`src/hdl/tlpc_defs.svh`:
```
// field positions, encodings and limits for the received packet format checker
`ifndef TLPC_DEFS_SVH
`define TLPC_DEFS_SVH

// header vector: dw0 in [127:96], dw1 in [95:64], dw2 in [63:32], dw3 in [31:0]
`define TLPC_HDR_W 128
`define TLPC_DWCNT_W 11
`define TLPC_STAT_W 16
`define TLPC_FUNC_CNT_W 4

// dw0 fields
`define TLPC_FMT_DATA 126
`define TLPC_FMT_4DW 125
`define TLPC_TYPE 124:120
`define TLPC_TC 118:116
`define TLPC_TD 111
`define TLPC_ATTR 109:108
`define TLPC_AT 107:106
`define TLPC_LEN 105:96

// dw1 fields, plus the upper type bits from dw0
`define TLPC_TAG 79:72
`define TLPC_LBE 71:68
`define TLPC_FBE 67:64
`define TLPC_MSG_CODE 71:64
`define TLPC_TAG_HI 79:77
`define TLPC_INTX_CODE 71:67
`define TLPC_TYPE_HI2 124:123
`define TLPC_TYPE_HI4 124:121

// dw2 and dw3 fields
`define TLPC_CFG_FUNC 50:48
`define TLPC_ADDR32_DW 43:34
`define TLPC_ADDR64_DW 11:2
`define TLPC_ADDR32_QW 34
`define TLPC_ADDR64_QW 2

// type encodings
`define TLPC_TYPE_MEM 5'h00
`define TLPC_TYPE_IO 5'h02
`define TLPC_TYPE_CFG0 5'h04
`define TLPC_TYPE_CFG1 5'h05
`define TLPC_TYPE_MSG_HI 2'h2
`define TLPC_TYPE_CPL_HI 4'h5
`define TLPC_INTX_CODE_HI 5'h04

// field values
`define TLPC_TC_ZERO 3'h0
`define TLPC_ATTR_ZERO 2'h0
`define TLPC_AT_ZERO 2'h0
`define TLPC_LEN_ONE 10'h001
`define TLPC_LEN_ZERO 10'h000
`define TLPC_LEN_MAX 11'h400
`define TLPC_BE_NONE 4'h0
`define TLPC_BE_ALL 4'hF
`define TLPC_TAG_EXT_BITS 3'h0
`define TLPC_PAGE_DW 11'h400
`define TLPC_DW_ZERO 11'h000
`define TLPC_DW_ONE 11'h001
`define TLPC_DW_TWO 11'h002
`define TLPC_STAT_MAX 16'hFFFF
`define TLPC_STAT_ONE 16'h0001

`endif

```
`src/hdl/tlpc_pkg.sv`:
```
// types and shared header checks for the received packet format checker
`include "tlpc_defs.svh"

package tlpc_pkg;

   typedef enum logic [2:0] {
      TLPC_CAUSE_NONE = 3'b000,
      TLPC_CAUSE_DIGEST = 3'b001,
      TLPC_CAUSE_TAG = 3'b010,
      TLPC_CAUSE_CROSS = 3'b011,
      TLPC_CAUSE_IO = 3'b100,
      TLPC_CAUSE_CFG = 3'b101,
      TLPC_CAUSE_FUNC = 3'b110,
      TLPC_CAUSE_INTX = 3'b111
   } tlpc_cause_t;

   // length field of zero means the largest packet
   function automatic logic [`TLPC_DWCNT_W-1:0] tlpc_len_dw(input logic [`TLPC_HDR_W-1:0] hdr);
      tlpc_len_dw = (hdr[`TLPC_LEN] == `TLPC_LEN_ZERO) ? `TLPC_LEN_MAX : {1'b0, hdr[`TLPC_LEN]};
   endfunction

   function automatic logic [9:0] tlpc_addr_dw(input logic [`TLPC_HDR_W-1:0] hdr);
      tlpc_addr_dw = hdr[`TLPC_FMT_4DW] ? hdr[`TLPC_ADDR64_DW] : hdr[`TLPC_ADDR32_DW];
   endfunction

   function automatic logic tlpc_is_req(input logic [`TLPC_HDR_W-1:0] hdr);
      tlpc_is_req = (hdr[`TLPC_TYPE_HI2] != `TLPC_TYPE_MSG_HI) && (hdr[`TLPC_TYPE_HI4] != `TLPC_TYPE_CPL_HI);
   endfunction

   function automatic logic tlpc_cross_4k(input logic [`TLPC_HDR_W-1:0] hdr);
      logic [`TLPC_DWCNT_W:0] last;
      last = {2'b00, tlpc_addr_dw(hdr)} + {1'b0, tlpc_len_dw(hdr)};
      tlpc_cross_4k = last > {1'b0, `TLPC_PAGE_DW};
   endfunction

   // short tags leave the upper three bits clear
   function automatic logic tlpc_tag_bad(input logic [`TLPC_HDR_W-1:0] hdr, input logic ext_en);
      tlpc_tag_bad = tlpc_is_req(hdr) && !ext_en && (hdr[`TLPC_TAG_HI] != `TLPC_TAG_EXT_BITS);
   endfunction

   function automatic logic tlpc_ioc_bad(input logic [`TLPC_HDR_W-1:0] hdr);
      tlpc_ioc_bad = (hdr[`TLPC_TC] != `TLPC_TC_ZERO) || (hdr[`TLPC_ATTR] != `TLPC_ATTR_ZERO) ||
         (hdr[`TLPC_AT] != `TLPC_AT_ZERO) || (hdr[`TLPC_LEN] != `TLPC_LEN_ONE) ||
         (hdr[`TLPC_LBE] != `TLPC_BE_NONE);
   endfunction

   function automatic logic tlpc_contig(input logic [3:0] be, input logic low_side);
      if (low_side) begin
         tlpc_contig = (be == 4'h1) || (be == 4'h3) || (be == 4'h7) || (be == `TLPC_BE_ALL);
      end else begin
         tlpc_contig = (be == 4'h8) || (be == 4'hC) || (be == 4'hE) || (be == `TLPC_BE_ALL);
      end
   endfunction

   function automatic logic tlpc_be_bad(input logic [`TLPC_HDR_W-1:0] hdr);
      logic [`TLPC_DWCNT_W-1:0] n;
      logic qw_off;
      logic [3:0] fbe;
      logic [3:0] lbe;
      n = tlpc_len_dw(hdr);
      qw_off = hdr[`TLPC_FMT_4DW] ? hdr[`TLPC_ADDR64_QW] : hdr[`TLPC_ADDR32_QW];
      fbe = hdr[`TLPC_FBE];
      lbe = hdr[`TLPC_LBE];
      tlpc_be_bad = 1'b0;
      if (n == `TLPC_DW_ONE) begin
         tlpc_be_bad = lbe != `TLPC_BE_NONE;
      end else begin
         if ((fbe == `TLPC_BE_NONE) || (lbe == `TLPC_BE_NONE)) begin
            tlpc_be_bad = 1'b1;
         end
         if ((n > `TLPC_DW_TWO) || qw_off) begin
            if (!tlpc_contig(fbe, 1'b0) || !tlpc_contig(lbe, 1'b1)) begin
               tlpc_be_bad = 1'b1;
            end
         end
      end
   endfunction

endpackage

```
`src/hdl/tlpc_if.sv`:
```
// packet descriptor channel from the checking end to the user end
`timescale 1ns/1ps
`default_nettype none
`include "tlpc_defs.svh"

interface tlpc_if;
   logic valid;
   logic ready;
   logic [`TLPC_HDR_W-1:0] hdr;
   logic [`TLPC_DWCNT_W-1:0] rcv_dw;

   modport dev (
      output valid,
      output hdr,
      output rcv_dw,
      input ready
   );

   modport usr (
      input valid,
      input hdr,
      input rcv_dw,
      output ready
   );
endinterface

`default_nettype wire

```
`src/hdl/tlpc_dev_end.sv`:
```
// device end: checks the format of received packets and forwards the good ones
//
// Overview of operation
// - digest present exactly when TD set
// - user: multi-dw packet, first BE nonzero
// - user: single-dw packet, last BE zero
// - user: multi-dw packet, last BE nonzero
// - user: byte enables contiguous where required
// - request tag width matches configuration
// - user checks tag width both directions
// - memory write must not cross 4 KB
// - user may check reads for 4 KB
// - I/O request TC, attr, AT zero
// - I/O request length one, last BE zero
// - config request TC, attr, AT zero
// - config request length one, last BE zero
// - config request targets existing function
// - INTx messages only from upstream ports
// - device checks received, user checks transmitted and also rechecks received BE, tag and read page
`timescale 1ns/1ps
`default_nettype none
`include "tlpc_defs.svh"

module tlpc_dev_end
   import tlpc_pkg::*;
(
   // clock and reset
   input wire logic core_clk,
   input wire logic srst,
   // received packets from the link side
   input wire logic rx_valid,
   output logic rx_ready,
   input wire logic [`TLPC_HDR_W-1:0] rx_hdr,
   input wire logic [`TLPC_DWCNT_W-1:0] rx_rcv_dw,
   // configuration levels
   input wire logic cfg_ext_tag_en,
   input wire logic [`TLPC_FUNC_CNT_W-1:0] cfg_func_count,
   input wire logic cfg_downstream_port,
   // error report
   output logic err_malformed,
   output tlpc_cause_t err_cause,
   output logic [`TLPC_HDR_W-1:0] err_hdr,
   // statistics
   output logic [`TLPC_STAT_W-1:0] stat_fwd_count,
   output logic [`TLPC_STAT_W-1:0] stat_mal_count,
   // towards the user end
   tlpc_if.dev usr
);

   typedef struct packed {
      logic out_valid;
      logic [`TLPC_HDR_W-1:0] out_hdr;
      logic [`TLPC_DWCNT_W-1:0] out_rcv_dw;
      logic err_pulse;
      tlpc_cause_t err_cause;
      logic [`TLPC_HDR_W-1:0] err_hdr;
      logic [`TLPC_STAT_W-1:0] fwd_count;
      logic [`TLPC_STAT_W-1:0] mal_count;
   } tlpc_dev_state_t;

   tlpc_dev_state_t q;
   tlpc_dev_state_t next_q;

   logic take;
   logic [4:0] pkt_type;
   logic has_data;
   logic is_mem_wr;
   logic is_io;
   logic is_cfg;
   logic is_intx;
   logic [`TLPC_DWCNT_W-1:0] exp_dw;
   logic digest_bad;
   logic tag_bad;
   logic cross_bad;
   logic io_bad;
   logic cfg_bad;
   logic func_bad;
   logic intx_bad;
   tlpc_cause_t cause;
   logic is_msg;
   logic [`TLPC_FUNC_CNT_W-1:0] func_num;
   logic [`TLPC_DWCNT_W-1:0] pay_dw;
   logic tc_set;
   logic attr_set;
   logic at_set;
   logic len_not_one;
   logic lbe_set;
   logic ioc_fields_bad;
   logic fwd_sat;
   logic mal_sat;

   // one slot: a new packet is taken while the slot is empty or draining
   assign rx_ready = !q.out_valid || usr.ready;
   assign take = rx_valid && rx_ready;

   assign pkt_type = rx_hdr[`TLPC_TYPE];
   assign has_data = rx_hdr[`TLPC_FMT_DATA];
   assign is_mem_wr = (pkt_type == `TLPC_TYPE_MEM) && has_data;
   assign is_io = pkt_type == `TLPC_TYPE_IO;
   assign is_cfg = (pkt_type == `TLPC_TYPE_CFG0) || (pkt_type == `TLPC_TYPE_CFG1);
   assign is_msg = rx_hdr[`TLPC_TYPE_HI2] == `TLPC_TYPE_MSG_HI;
   assign is_intx = is_msg && (rx_hdr[`TLPC_INTX_CODE] == `TLPC_INTX_CODE_HI);

   assign pay_dw = has_data ? tlpc_len_dw(rx_hdr) : `TLPC_DW_ZERO;
   assign exp_dw = pay_dw + {10'h000, rx_hdr[`TLPC_TD]};
   assign digest_bad = rx_rcv_dw != exp_dw;

   assign tag_bad = tlpc_tag_bad(rx_hdr, cfg_ext_tag_en);

   assign cross_bad = is_mem_wr && tlpc_cross_4k(rx_hdr);

   assign tc_set = rx_hdr[`TLPC_TC] != `TLPC_TC_ZERO;
   assign attr_set = rx_hdr[`TLPC_ATTR] != `TLPC_ATTR_ZERO;
   assign at_set = rx_hdr[`TLPC_AT] != `TLPC_AT_ZERO;
   assign len_not_one = rx_hdr[`TLPC_LEN] != `TLPC_LEN_ONE;
   assign lbe_set = rx_hdr[`TLPC_LBE] != `TLPC_BE_NONE;
   assign ioc_fields_bad = tc_set || attr_set || at_set || len_not_one || lbe_set;

   assign io_bad = is_io && ioc_fields_bad;

   assign cfg_bad = is_cfg && ioc_fields_bad;

   assign func_num = {1'b0, rx_hdr[`TLPC_CFG_FUNC]};
   assign func_bad = is_cfg && (func_num >= cfg_func_count);

   // INTx only toward a downstream port
   assign intx_bad = is_intx && !cfg_downstream_port;

   // counters saturate so a flood of traffic never wraps to a small value
   assign fwd_sat = q.fwd_count == `TLPC_STAT_MAX;
   assign mal_sat = q.mal_count == `TLPC_STAT_MAX;

   // the digest check wins: a length mismatch makes the other fields untrustworthy
   always_comb begin
      cause = TLPC_CAUSE_NONE;
      if (digest_bad) begin
         cause = TLPC_CAUSE_DIGEST;
      end else if (io_bad) begin
         cause = TLPC_CAUSE_IO;
      end else if (cfg_bad) begin
         cause = TLPC_CAUSE_CFG;
      end else if (func_bad) begin
         cause = TLPC_CAUSE_FUNC;
      end else if (cross_bad) begin
         cause = TLPC_CAUSE_CROSS;
      end else if (tag_bad) begin
         cause = TLPC_CAUSE_TAG;
      end else if (intx_bad) begin
         cause = TLPC_CAUSE_INTX;
      end
   end

   always_comb begin
      next_q = q;
      next_q.err_pulse = 1'b0;
      if (q.out_valid && usr.ready) begin
         next_q.out_valid = 1'b0;
      end
      if (take) begin
         if (cause != TLPC_CAUSE_NONE) begin
            next_q.err_pulse = 1'b1;
            next_q.err_cause = cause;
            next_q.err_hdr = rx_hdr;
            if (!mal_sat) begin
               next_q.mal_count = q.mal_count + `TLPC_STAT_ONE;
            end
         end else begin
            next_q.out_valid = 1'b1;
            next_q.out_hdr = rx_hdr;
            next_q.out_rcv_dw = rx_rcv_dw;
            if (!fwd_sat) begin
               next_q.fwd_count = q.fwd_count + `TLPC_STAT_ONE;
            end
         end
      end
   end

   always_ff @(posedge core_clk) begin
      if (srst) begin
         q <= '0;
      end else begin
         q <= next_q;
      end
   end

   // outputs other than rx_ready come straight from state; the error pulse lasts one cycle
   assign usr.valid = q.out_valid;
   assign usr.hdr = q.out_hdr;
   assign usr.rcv_dw = q.out_rcv_dw;
   assign err_malformed = q.err_pulse;
   assign err_cause = q.err_cause;
   assign err_hdr = q.err_hdr;
   assign stat_fwd_count = q.fwd_count;
   assign stat_mal_count = q.mal_count;

endmodule

`default_nettype wire

```
`src/flat_wrapper.sv`:
```
// flat-port wrapper written by rule: the top's interface ports become plain ports
module tlpc_dev_end_flat import tlpc_pkg::*;
  (core_clk, srst, rx_valid, rx_ready, rx_hdr, rx_rcv_dw, cfg_ext_tag_en, cfg_func_count, cfg_downstream_port, err_malformed, err_cause, err_hdr, stat_fwd_count, stat_mal_count, usr_valid, usr_hdr, usr_rcv_dw, usr_ready);
  tlpc_if usr_i ();
  input wire logic core_clk;
  input wire logic srst;
  input wire logic rx_valid;
  output logic rx_ready;
  input wire logic [`TLPC_HDR_W-1:0] rx_hdr;
  input wire logic [`TLPC_DWCNT_W-1:0] rx_rcv_dw;
  input wire logic cfg_ext_tag_en;
  input wire logic [`TLPC_FUNC_CNT_W-1:0] cfg_func_count;
  input wire logic cfg_downstream_port;
  output logic err_malformed;
  output tlpc_cause_t err_cause;
  output logic [`TLPC_HDR_W-1:0] err_hdr;
  output logic [`TLPC_STAT_W-1:0] stat_fwd_count;
  output logic [`TLPC_STAT_W-1:0] stat_mal_count;
  output wire logic [$bits(usr_i.valid)-1:0] usr_valid;
  output wire logic [$bits(usr_i.hdr)-1:0] usr_hdr;
  output wire logic [$bits(usr_i.rcv_dw)-1:0] usr_rcv_dw;
  input wire logic [$bits(usr_i.ready)-1:0] usr_ready;
  assign usr_valid = usr_i.valid;
  assign usr_hdr = usr_i.hdr;
  assign usr_rcv_dw = usr_i.rcv_dw;
  assign usr_i.ready = usr_ready;
  tlpc_dev_end u_core (.core_clk(core_clk), .srst(srst), .rx_valid(rx_valid), .rx_ready(rx_ready), .rx_hdr(rx_hdr), .rx_rcv_dw(rx_rcv_dw), .cfg_ext_tag_en(cfg_ext_tag_en), .cfg_func_count(cfg_func_count), .cfg_downstream_port(cfg_downstream_port), .err_malformed(err_malformed), .err_cause(err_cause), .err_hdr(err_hdr), .stat_fwd_count(stat_fwd_count), .stat_mal_count(stat_mal_count), .usr(usr_i));
endmodule
```
`config.mk`:
```
export PLATFORM = sky130hd
export DESIGN_NAME = tlpc_dev_end_flat
export DESIGN_NICKNAME = d
export VERILOG_FILES = /design/src/hdl/tlpc_pkg.sv /design/src/hdl/tlpc_if.sv /design/src/hdl/tlpc_dev_end.sv /design/src/flat_wrapper.sv
export VERILOG_INCLUDE_DIRS = /design/src /design/src/hdl
export SDC_FILE = /design/constraint.sdc
export NUM_CORES = 1
export LEC_CHECK = 0
export ABC_AREA = 1
export BUFFER_PORTS_ARGS = -buffer_cell sky130_fd_sc_hd__buf_2
export CAP_MARGIN = 20
export CELL_PAD_IN_SITES_DETAIL_PLACEMENT = 1
export CELL_PAD_IN_SITES_GLOBAL_PLACEMENT = 2
export CORE_MARGIN = 2
export CORE_UTILIZATION = 29
export DETAILED_ROUTE_END_ITERATION = 6
export PLACE_DENSITY_LB_ADDON = 0.1
export SETUP_SLACK_MARGIN = 0.2
export SLEW_MARGIN = 20
export SYNTH_ARGS = -nofsm -noshare
export SYNTH_HDL_FRONTEND = slang
export SYNTH_SLANG_ARGS = --single-unit
```
`constraint.sdc`:
```
create_clock -name core_clk -period 4.5 [get_ports core_clk]
set_input_delay 0.225 -clock core_clk [delete_from_list [all_inputs] [get_ports core_clk]]
set_output_delay 0.225 -clock core_clk [all_outputs]
set_load 0.02 [all_outputs]
```
======== Word-level counts from Yosys, hierarchy flattened ========
Cells that the tools add are included.
word-level totals
  bits in read-only memories .............. 0
  register bits after elaboration ......... 304
  input bits .............................. 149
  memory bits (writable) .................. 0
  word-level logic and storage cells ...... 81
  bits in latches ......................... 0
  memories kept ........................... 0
cells by class
  reduce and logical (&&, ||, !) cells .... 34
  order comparisons ....................... 2
  bitwise gates (word level) .............. 4
  $add $sub $neg .......................... 4
  divide/modulo/power cells ............... 0
  mux-type cells .......................... 18
  shifts and indexed selects .............. 0
  equality and inequality tests ........... 11
  multiply operators ...................... 0
operator list
  kind                   count
  $mux 304               1
  $mux 140               1
  $mux 132               1
  $mux 16                4
  $add 16x1->16 const B  2
  $eq 16x16->1 const B   2
  $mux 11                2
  $mux 3                 7
  $eq 5x3->1 const B     3
  $add 10x11->12         1
  $gt 12x11->1 const B   1
  $logic_and 1x1->1      12
  $add 11x1->11          1
  $ne 11x11->1           1
  $logic_not 10->1       1
  $mux 10                1
  $ne 10x1->1 const B    1
  $reduce_bool 3->1      3
  $logic_or 1x1->1       6
  $reduce_and 3->1       2
  $eq 5x2->1 const B     1
  $logic_not 5->1        1
  $ge 3x4->1             1
  $ne 4x3->1 const B     1
  9 further kinds        16

======== Logic depth before layout (Yosys ltp) ========
Gate-level depths: netlist (run 1).
  depth after elaboration ................. 13
  mapped depth ............................ 26
  gate-level depth less buffers ........... 23

======== Least setup slack after synthesis (run 1) ========
Ideal clock, no wire load.
  path type ............................... in2reg
  start point ............................. input rx_hdr[125]
  end point ............................... register u_core.q (netlist bit u_core.stat_fwd_count[9])
  arrival time ............................ 2988 ps
  setup time .............................. 113 ps
  slack ................................... 1398 ps
  stages .................................. 25
  path through ............................ buf_1 -> mux2_2 -> ha_1 -> inv_1 -> fa_1 -> inv_1 -> nand3_1 -> nand2_1 -> nand2_1 -> nand2_1 -> nand2_1 -> nand2_1 -> nor2_1 -> nand3_1 -> nand2_1 -> nand2_1 -> nand2_1 -> nand3_1 -> nand2_1 -> nand2_1 -> nor2_1 -> buf_2 -> nand4_1 -> nand2_1 -> nor2_1
on the way
  longest elaborated chain between the ends .. 12
RTL lines
  what                        line                 text
  start: declaration          flat_wrapper.sv:9    input wire logic [`TLPC_HDR_W-1:0] rx_hdr;
  $mux 10                     tlpc_pkg.sv:23       tlpc_addr_dw = hdr[`TLPC_FMT_4DW] ? hdr[`TLPC_ADDR64_DW] : hdr[`TLPC_ADDR32_DW];
  $add 10x11->12              tlpc_pkg.sv:32       last = {2'b00, tlpc_addr_dw(hdr)} + {1'b0, tlpc_len_dw(hdr)};
  $gt 12x11->1                tlpc_pkg.sv:33       tlpc_cross_4k = last > {1'b0, `TLPC_PAGE_DW};
  $logic_and 1x1->1           tlpc_dev_end.sv:110  assign cross_bad = is_mem_wr && tlpc_cross_4k(rx_hdr);
  $mux 3                      tlpc_dev_end.sv:144  end else if (cross_bad) begin
  $mux 3                      tlpc_dev_end.sv:142  end else if (func_bad) begin
  $mux 3                      tlpc_dev_end.sv:140  end else if (cfg_bad) begin
  $mux 3                      tlpc_dev_end.sv:138  end else if (io_bad) begin
  $mux 3                      tlpc_dev_end.sv:136  if (digest_bad) begin
  $reduce_bool 3->1           tlpc_dev_end.sv:160  if (cause != TLPC_CAUSE_NONE) begin
  $not 1->1 (no line)         --
  $reduce_and 3->1 (no line)  --
  end signal: assignment      tlpc_dev_end.sv:182  q <= next_q;
  end: declaration            tlpc_dev_end.sv:61   tlpc_dev_state_t q;
No other way between the ends.
A chain may end at the register's enable or synchronous reset.

======== Worst setup path in the final report (run 1) ========
  start point ............................. input rx_hdr[35]
  end point ............................... register u_core.q (netlist bit u_core.stat_fwd_count[2])
The elaborated chain is that of the path after synthesis.

==> results of run 1 <==
## power breakdown
group	internal (uW)	total, uW	switching, uW
registers	2780	2820	41.0
logic	316	825	509
clock network	1850	3070	1230
total	4940	6710	1780
## placed cells by master, fill, tap and decap left out, drive strengths merged, types with 39 or more instances in the layout
master / instances
buf: 472
clkbuf: 57
inv: 107
nand3: 48
dlygate4sd3: 127
nand2: 165
nor2: 654
dfxtp: 304
o21ai: 272
nand4: 39
## state kept, by name, indices dropped and copies added, names as in the netlist
signal                 flops
u_core.stat_mal_count     16
u_core.err_hdr           128
u_core.err_cause           3
u_core.err_malformed       1
u_core.usr.rcv_dw         11
u_core.stat_fwd_count     16
u_core.usr.hdr           128
u_core.usr.valid           1
## worst min-delay path by stage
stage                                 to  cells after the start
2_1_floorplan         u_core.err_hdr[88]                      2
3_3_place_gp         u_core.err_cause[2]                      2
3_5_place_dp         u_core.err_cause[2]                      2
4_1_cts         u_core.stat_mal_count[6]                      2
5_1_grt         u_core.stat_mal_count[5]                      2
6_report       u_core.stat_mal_count[10]                      2
## what timing repair did
item	CTS	global route
setup buffers	0	2
resized for setup	0	1
hold buffers	127	0
endpoints found under the setup margin	0	57
endpoints found under the hold margin	241	0
## cell families after synthesis
logic type	after synthesis
and+or+nand+nor	937
AOI/OAI and AO/OA	287
muxes	9
adders and majority gates	18
buffers and inverters	221
DFF	304
xor gates and xnor gates	14
## per-stage QoR
step | hold WS, ns | area (um^2) | std cells | util (%)
4_1_cts | 0.00668 | 18000 | 2934 | 40.9
6_report | 0.0353 | 18000 | 2938 | 41.0
5_1_grt | 0.0237 | 18000 | 2938 | 41.0
3_5_place_dp | 0.461 | 15400 | 2740 | 35.1
3_3_place_gp | 0.453 | 15400 | 2740 | 35.1
2_1_floorplan | 0.371 | 12800 | 1790 | -
## layout make-up
cell class / instances / area, um^2
Antenna cell: 1 / 2.50
Clock buffer: 57 / 1160
Clock inverter: 10 / 103
Fill cell: 5615 / 25900
Inverter: 109 / 422
Multi-Input combinational cell: 1266 / 5720
Sequential cell: 304 / 6090
Tap cell: 592 / 741
Timing Repair Buffer: 599 / 3760
## routing by layer
layer | part of all wire (%) | up-vias | track usage (%)
li1 | - | 6769 | -
met5 | 0.025 | - | 0
met1 | 44 | 6345 | 27.3
met3 | 4.9 | 92 | 4.61
met4 | 3.5 | 2 | 8.73
met2 | 47 | 303 | 37.6
==> impl_metrics.tcl, run 1 <==
set metrics [dict create \
    die-area_um2 45900 \
    die_h_um 214 \
    crit_start "rx_hdr[35]" \
    drive_gt1_share_pct 23.9 \
    worstPathMaxFanout 91 \
    crit_top_cell "nand2_1" \
    crit_end "u_core.stat_fwd_count[2]" \
    hold_violations 0 \
    first_pass_iters 4 \
    cp.arrival_ns 4.34 \
    maxCapViolCount 0 \
    yosysSeqAreaShare_pct 47.5 \
    ys_ff_latch 304 \
    first_global_vias 13700 \
    critPathCaptureType "flop" \
    h-tree-depth 2 \
    cp.required_ns 4.93 \
    area_growth_pct 40.5 \
    drtIter0Drc 543 \
    critPathBufInv 7 \
    row_count 77 \
    criticalPathCategory "in2reg" \
    finalMaxSlewViolations 0 \
    fin_setup_tns_ns 0 \
    cp-start-kind "primary input" \
    grt_max_degree 132 \
    slowest_delay_ns 0.54 \
    grt_pass1_wl_um 80400 \
    synth.top_cell.area_share_pct 47.5 \
    synth.avg_cell_area_um2 7.16 \
    synth_top_family_by_area "simple AND/OR/NAND/NOR gates" \
    ir_drop_v 0.000237 \
    regToRegEndpoint "u_core.stat_mal_count[15]" \
    place_hpwl_um 36300 \
    antenna_found_initial 2 \
    routabilityCongestion 0.786 \
    reg2regPathDepth 18 \
    cts_inserted_buffers 38 \
    synthMuxAreaShare_pct 0.791 \
    synthCells 1790 \
    die_w_um 214 \
    ant_nets 0 \
    power_density_nw_per_um2 373 \
    synth_area_leader_cell "dfxtp_1" \
    hold_start "srst" \
    ys.flop_type "dfxtp_1" \
    initial_core_util_pct 29.2 \
    setup_viol 0 \
    fin_crit_sh_pct 86.8 \
    cellLeakagePower_uw 0.00852 \
    hp-class "in2reg" \
    synth-simple-area-share_pct 29.6 \
    slew-limit-headroom_pct 32.7 \
    finClkSkew_ns 0.0221 \
    synth_compound_area_share_pct 11.3 \
    drc 0 \
    synth_most_common_cell "nor2_1" \
    slowest_stage "dlygate4sd3_1" \
    syn_nets 1957 \
    synthTopCellsByCount "651 x nor2_1, 304 x dfxtp_1, 169 x o21ai_0" \
    finalNetCount 2485 \
    num_io_pins 454 \
    routed_via_density 4.60 \
    ys_top_cells_by_area "dfxtp_1 48%, nor2_1 19%, o21ai_0 6.6%" \
    vias 13500 \
    worstSetupPathDepth 26 \
    cts_root_buf "clkbuf_16" \
    synthAdderAreaFrac_pct 1.82 \
    outcome "finished, final reports clean" \
    synthArstFlopShare_pct 0 \
    yosys_warnings 0 \
    synth_cell_type_count 37 \
    core_area_um2 43900 \
    cts_num_sinks 304 \
    wl_per_cell_um 17.8 \
    fin_ws_ns 0.594 \
    grt.total_usage_pct 22.1 \
    synth_edf_count 0 \
    fmax_mhz 256 \
    crit_family "simple AND/OR/NAND/NOR gates" \
    overflow 0 \
    post-route-min-period_ns 3.91 \
    insertion_delay_ns 0.56 \
    clk_path_buf_depth 3 \
    cts_tree "yes" \
    total_power_uw 6710 \
    r2r_start "u_core.stat_mal_count[0]" \
    synth_area_um2 12800 \
    routed_wl_um 52200 \
    grt_setup_unrepaired "no" \
    synth_xor_area_share_pct 0.957 \
    rrSetupSlack_ns 2.00 \
    io_buffers 453 \
    cts.clk_slew.worst_paths_ns 0.06 \
    dp_slack_ns 0.302 \
    worst_pin_slew_ns 1.01 \
]
No activity file was read; power rests on OpenSTA's default activity.
==> run 2: changes to the inputs <==
--- a/config.mk
+++ b/config.mk
@@ -6,13 +6,13 @@
 export SDC_FILE = /design/constraint.sdc
 export NUM_CORES = 1
 export LEC_CHECK = 0
-export ABC_AREA = 1
+export ABC_AREA = 0
 export BUFFER_PORTS_ARGS = -buffer_cell sky130_fd_sc_hd__buf_2
 export CAP_MARGIN = 20
 export CELL_PAD_IN_SITES_DETAIL_PLACEMENT = 1
 export CELL_PAD_IN_SITES_GLOBAL_PLACEMENT = 2
 export CORE_MARGIN = 2
-export CORE_UTILIZATION = 29
+export CORE_UTILIZATION = 30
 export DETAILED_ROUTE_END_ITERATION = 6
 export PLACE_DENSITY_LB_ADDON = 0.1
 export SETUP_SLACK_MARGIN = 0.2
@@ -20,3 +20,4 @@
 export SYNTH_ARGS = -nofsm -noshare
 export SYNTH_HDL_FRONTEND = slang
 export SYNTH_SLANG_ARGS = --single-unit
+export TNS_END_PERCENT = 50
==> run 2 against run 1 <==
Effect of this change:
- clock skew down 0.010 ns
- sequential power is essentially flat
- flip-flop and latch count stayed put
- first-iteration DRC count shrank 13%
- synthesized cell count down 28%
- synthesized area rose by 0.19%
- global-route usage down 2.3 points
- register-to-register slack better by 0.16 ns
- count of clock-buffer cells in the layout grew 2
- utilization grew 1.6 points
- critical endpoint is now u_core.err_hdr[74]
- highest routed layer unchanged
==> impl_metrics.tcl, run 2 <==
set metrics [dict create \
    cts_tree "yes" \
    routabilityCongestion 0.766 \
    vias 11400 \
    drive_gt1_share_pct 30.0 \
    final_cell_mix "452 x buf_2, 304 x dfxtp_1, 298 x nor2_1, 269 x mux2i_1, 122 x dlygate4sd3_1" \
    die_w_um 211 \
    area_growth_pct 39.4 \
    synth_most_common_cell "dfxtp_1" \
    place_hpwl_um 32600 \
    finalNetCount 2004 \
    core_area_um2 42000 \
    worst_pin_slew_ns 1.03 \
    hp-class "in2reg" \
    grt.total_usage_pct 19.8 \
    cp.arrival_ns 4.45 \
    drtIter0Drc 470 \
    routed_via_density 4.74 \
    finalMaxSlewViolations 0 \
    criticalPathCategory "in2reg" \
    synth_cell_type_count 65 \
    synth_area_um2 12800 \
    die_h_um 211 \
    yosys_warnings 0 \
    fmax_mhz 246 \
    grt_setup_unrepaired "no" \
    slowest_stage "dlygate4sd3_1" \
    finClkSkew_ns 0.0119 \
    first_pass_iters 4 \
    ir_drop_v 0.000201 \
    hold_violations 0 \
    hold_depth 3 \
    initial_core_util_pct 30.5 \
    slew-limit-headroom_pct 31.4 \
    fin_setup_tns_ns 0 \
    synth.top_cell.area_share_pct 47.4 \
    rrSetupSlack_ns 2.16 \
    worstPathMaxFanout 40 \
    critPathCaptureType "flop" \
    drc 0 \
    h-tree-depth 2 \
    hold_start "rx_rcv_dw[5]" \
    synth_area_leader_cell "dfxtp_1" \
    cp.required_ns 4.89 \
    hold_end "u_core.usr.rcv_dw[5]" \
    cts.clk_slew.worst_paths_ns 0.05 \
    yosysSeqAreaShare_pct 47.4 \
    ys_ff_latch 304 \
    ys_top_cells_by_area "dfxtp_1 47%, mux2i_1 21%, nor2_1 8.7%" \
    post-route-min-period_ns 4.06 \
    cts_num_sinks 304 \
    synth_edf_count 0 \
    synthTopCellsByCount "304 x dfxtp_1, 299 x nor2_1, 269 x mux2i_1" \
    maxCapViolCount 0 \
    critPathBufInv 4 \
    slowest_delay_ns 0.56 \
    power_density_nw_per_um2 366 \
    r2r_start "u_core.stat_fwd_count[6]" \
    crit_top_cell "buf_12" \
    setup_viol 0 \
    synthArstFlopShare_pct 0 \
    crit_family "compound AO/OA/AOI/OAI gates" \
    io_buffers 453 \
    outcome "finished, final reports clean" \
    cellLeakagePower_uw 0.00912 \
    regToRegEndpoint "u_core.stat_fwd_count[13]" \
    reg2regPathDepth 7 \
    synth.avg_cell_area_um2 9.94 \
    fin_crit_sh_pct 90.3 \
    dp_slack_ns 0.278 \
    routed_wl_um 45500 \
    fin_ws_ns 0.436 \
    clk_path_buf_depth 3 \
    ant_nets 0 \
    first_global_vias 11700 \
    overflow 0 \
    ys.flop_type "dfxtp_1" \
    cp_cell_sequence "dlygate4sd3_1, buf_2, mux2_2, ha_1, a21oi_2, o21ai_0, a211o_1, a2111o_1, a2111oi_4, nor3_1, o31ai_4, buf_12, buf_12, mux2i_1, nor2_1" \
    grt_max_degree 132 \
    cts_root_buf "clkbuf_16" \
    final_common_cell "buf_2" \
    cts_setup_buffers 0 \
    insertion_delay_ns 0.54 \
    total_power_uw 6540 \
    antenna_found_initial 4 \
    cp-start-kind "primary input" \
    die-area_um2 44400 \
    wl_per_cell_um 18.9 \
    num_io_pins 454 \
    synthCells 1291 \
    row_count 75 \
    syn_nets 1458 \
    grt_pass1_wl_um 68300 \
    cts_inserted_buffers 40 \
]
## run 2: cell count changes after synthesis, moves of 28 or more
cell / delta
nand4_1: -28
o21ai_0: -153
inv_1: -85
nand2_1: -133
mux2i_1: +269
nor2_1: -352
o21ai_1: -97
## run 2: logic make-up after synthesis
logic type	share of synthesized area, %
simple gates	15.9
mux	22.5
flops	47.4
xor+xnor	0.955
compound gates	5.87
fa+ha+maj	1.81
buf+inv	5.59
## run 2: metrics by stage
step           hold WS (ns)  utilization (%)  instances  area, um^2
6_report             0.0308             42.5       2405       17900
5_1_grt              0.0436             42.5       2405       17900
4_1_cts             0.00486             42.5       2403       17900
3_5_place_dp          0.479             36.7       2212       15400
3_3_place_gp          0.467             36.7       2212       15400
2_1_floorplan         0.369                -       1291       12800
## run 2: worst max path at each step
| stage | startpoint | end | cells past startpoint |
|---|---|---|---|
| after global routing | rx_hdr[34] | u_core.err_hdr[74] | 17 |
| after floorplan | rx_hdr[125] | u_core.err_hdr[19] | 16 |
| after detailed placement | rx_hdr[125] | u_core.err_hdr[74] | 14 |
| final | rx_hdr[8] | u_core.err_hdr[74] | 15 |
| after global placement | rx_hdr[125] | u_core.err_hdr[59] | 14 |
| after CTS | rx_hdr[34] | u_core.err_hdr[74] | 17 |
## run 2: power breakdown
group	internal, uW	switching [uW]	total [uW]	leakage (uW)
Clock	1800	1200	3000	0.000601
Combinational	316	425	742	0.00604
Sequential	2760	35.7	2800	0.00247
Total	4880	1660	6540	0.00912
## run 2: area by class of cell
class	instances	area (um^2)
antenna	2	5.00
clock buffer	59	1130
clock inverter	10	86.3
fill	4838	24200
inverter	18	67.6
multi-input combinational	879	6050
sequential	304	6090
tap	539	674
timing repair buffer	594	3780
## run 2: routing by layer
layer,GRT usage [%],up-vias,share of wire [%]
met5,0,-,0.026
met4,7.48,2,3.4
met3,5.81,82,6.4
met2,34.6,315,49
met1,22.8,5436,41
li1,-,5558,-
## run 2: worst min-delay path: stages
cell and delay, ns:
buf_2 0.14, mux2i_1 0.08, nor2_1 0.09
## run 2: what timing repair did
item | in CTS | in global routing
setup endpoints to repair | 0 | 1
hold buffers | 122 | 0
gates resized for setup | 0 | 1
endpoints found under the hold margin | 235 | 0
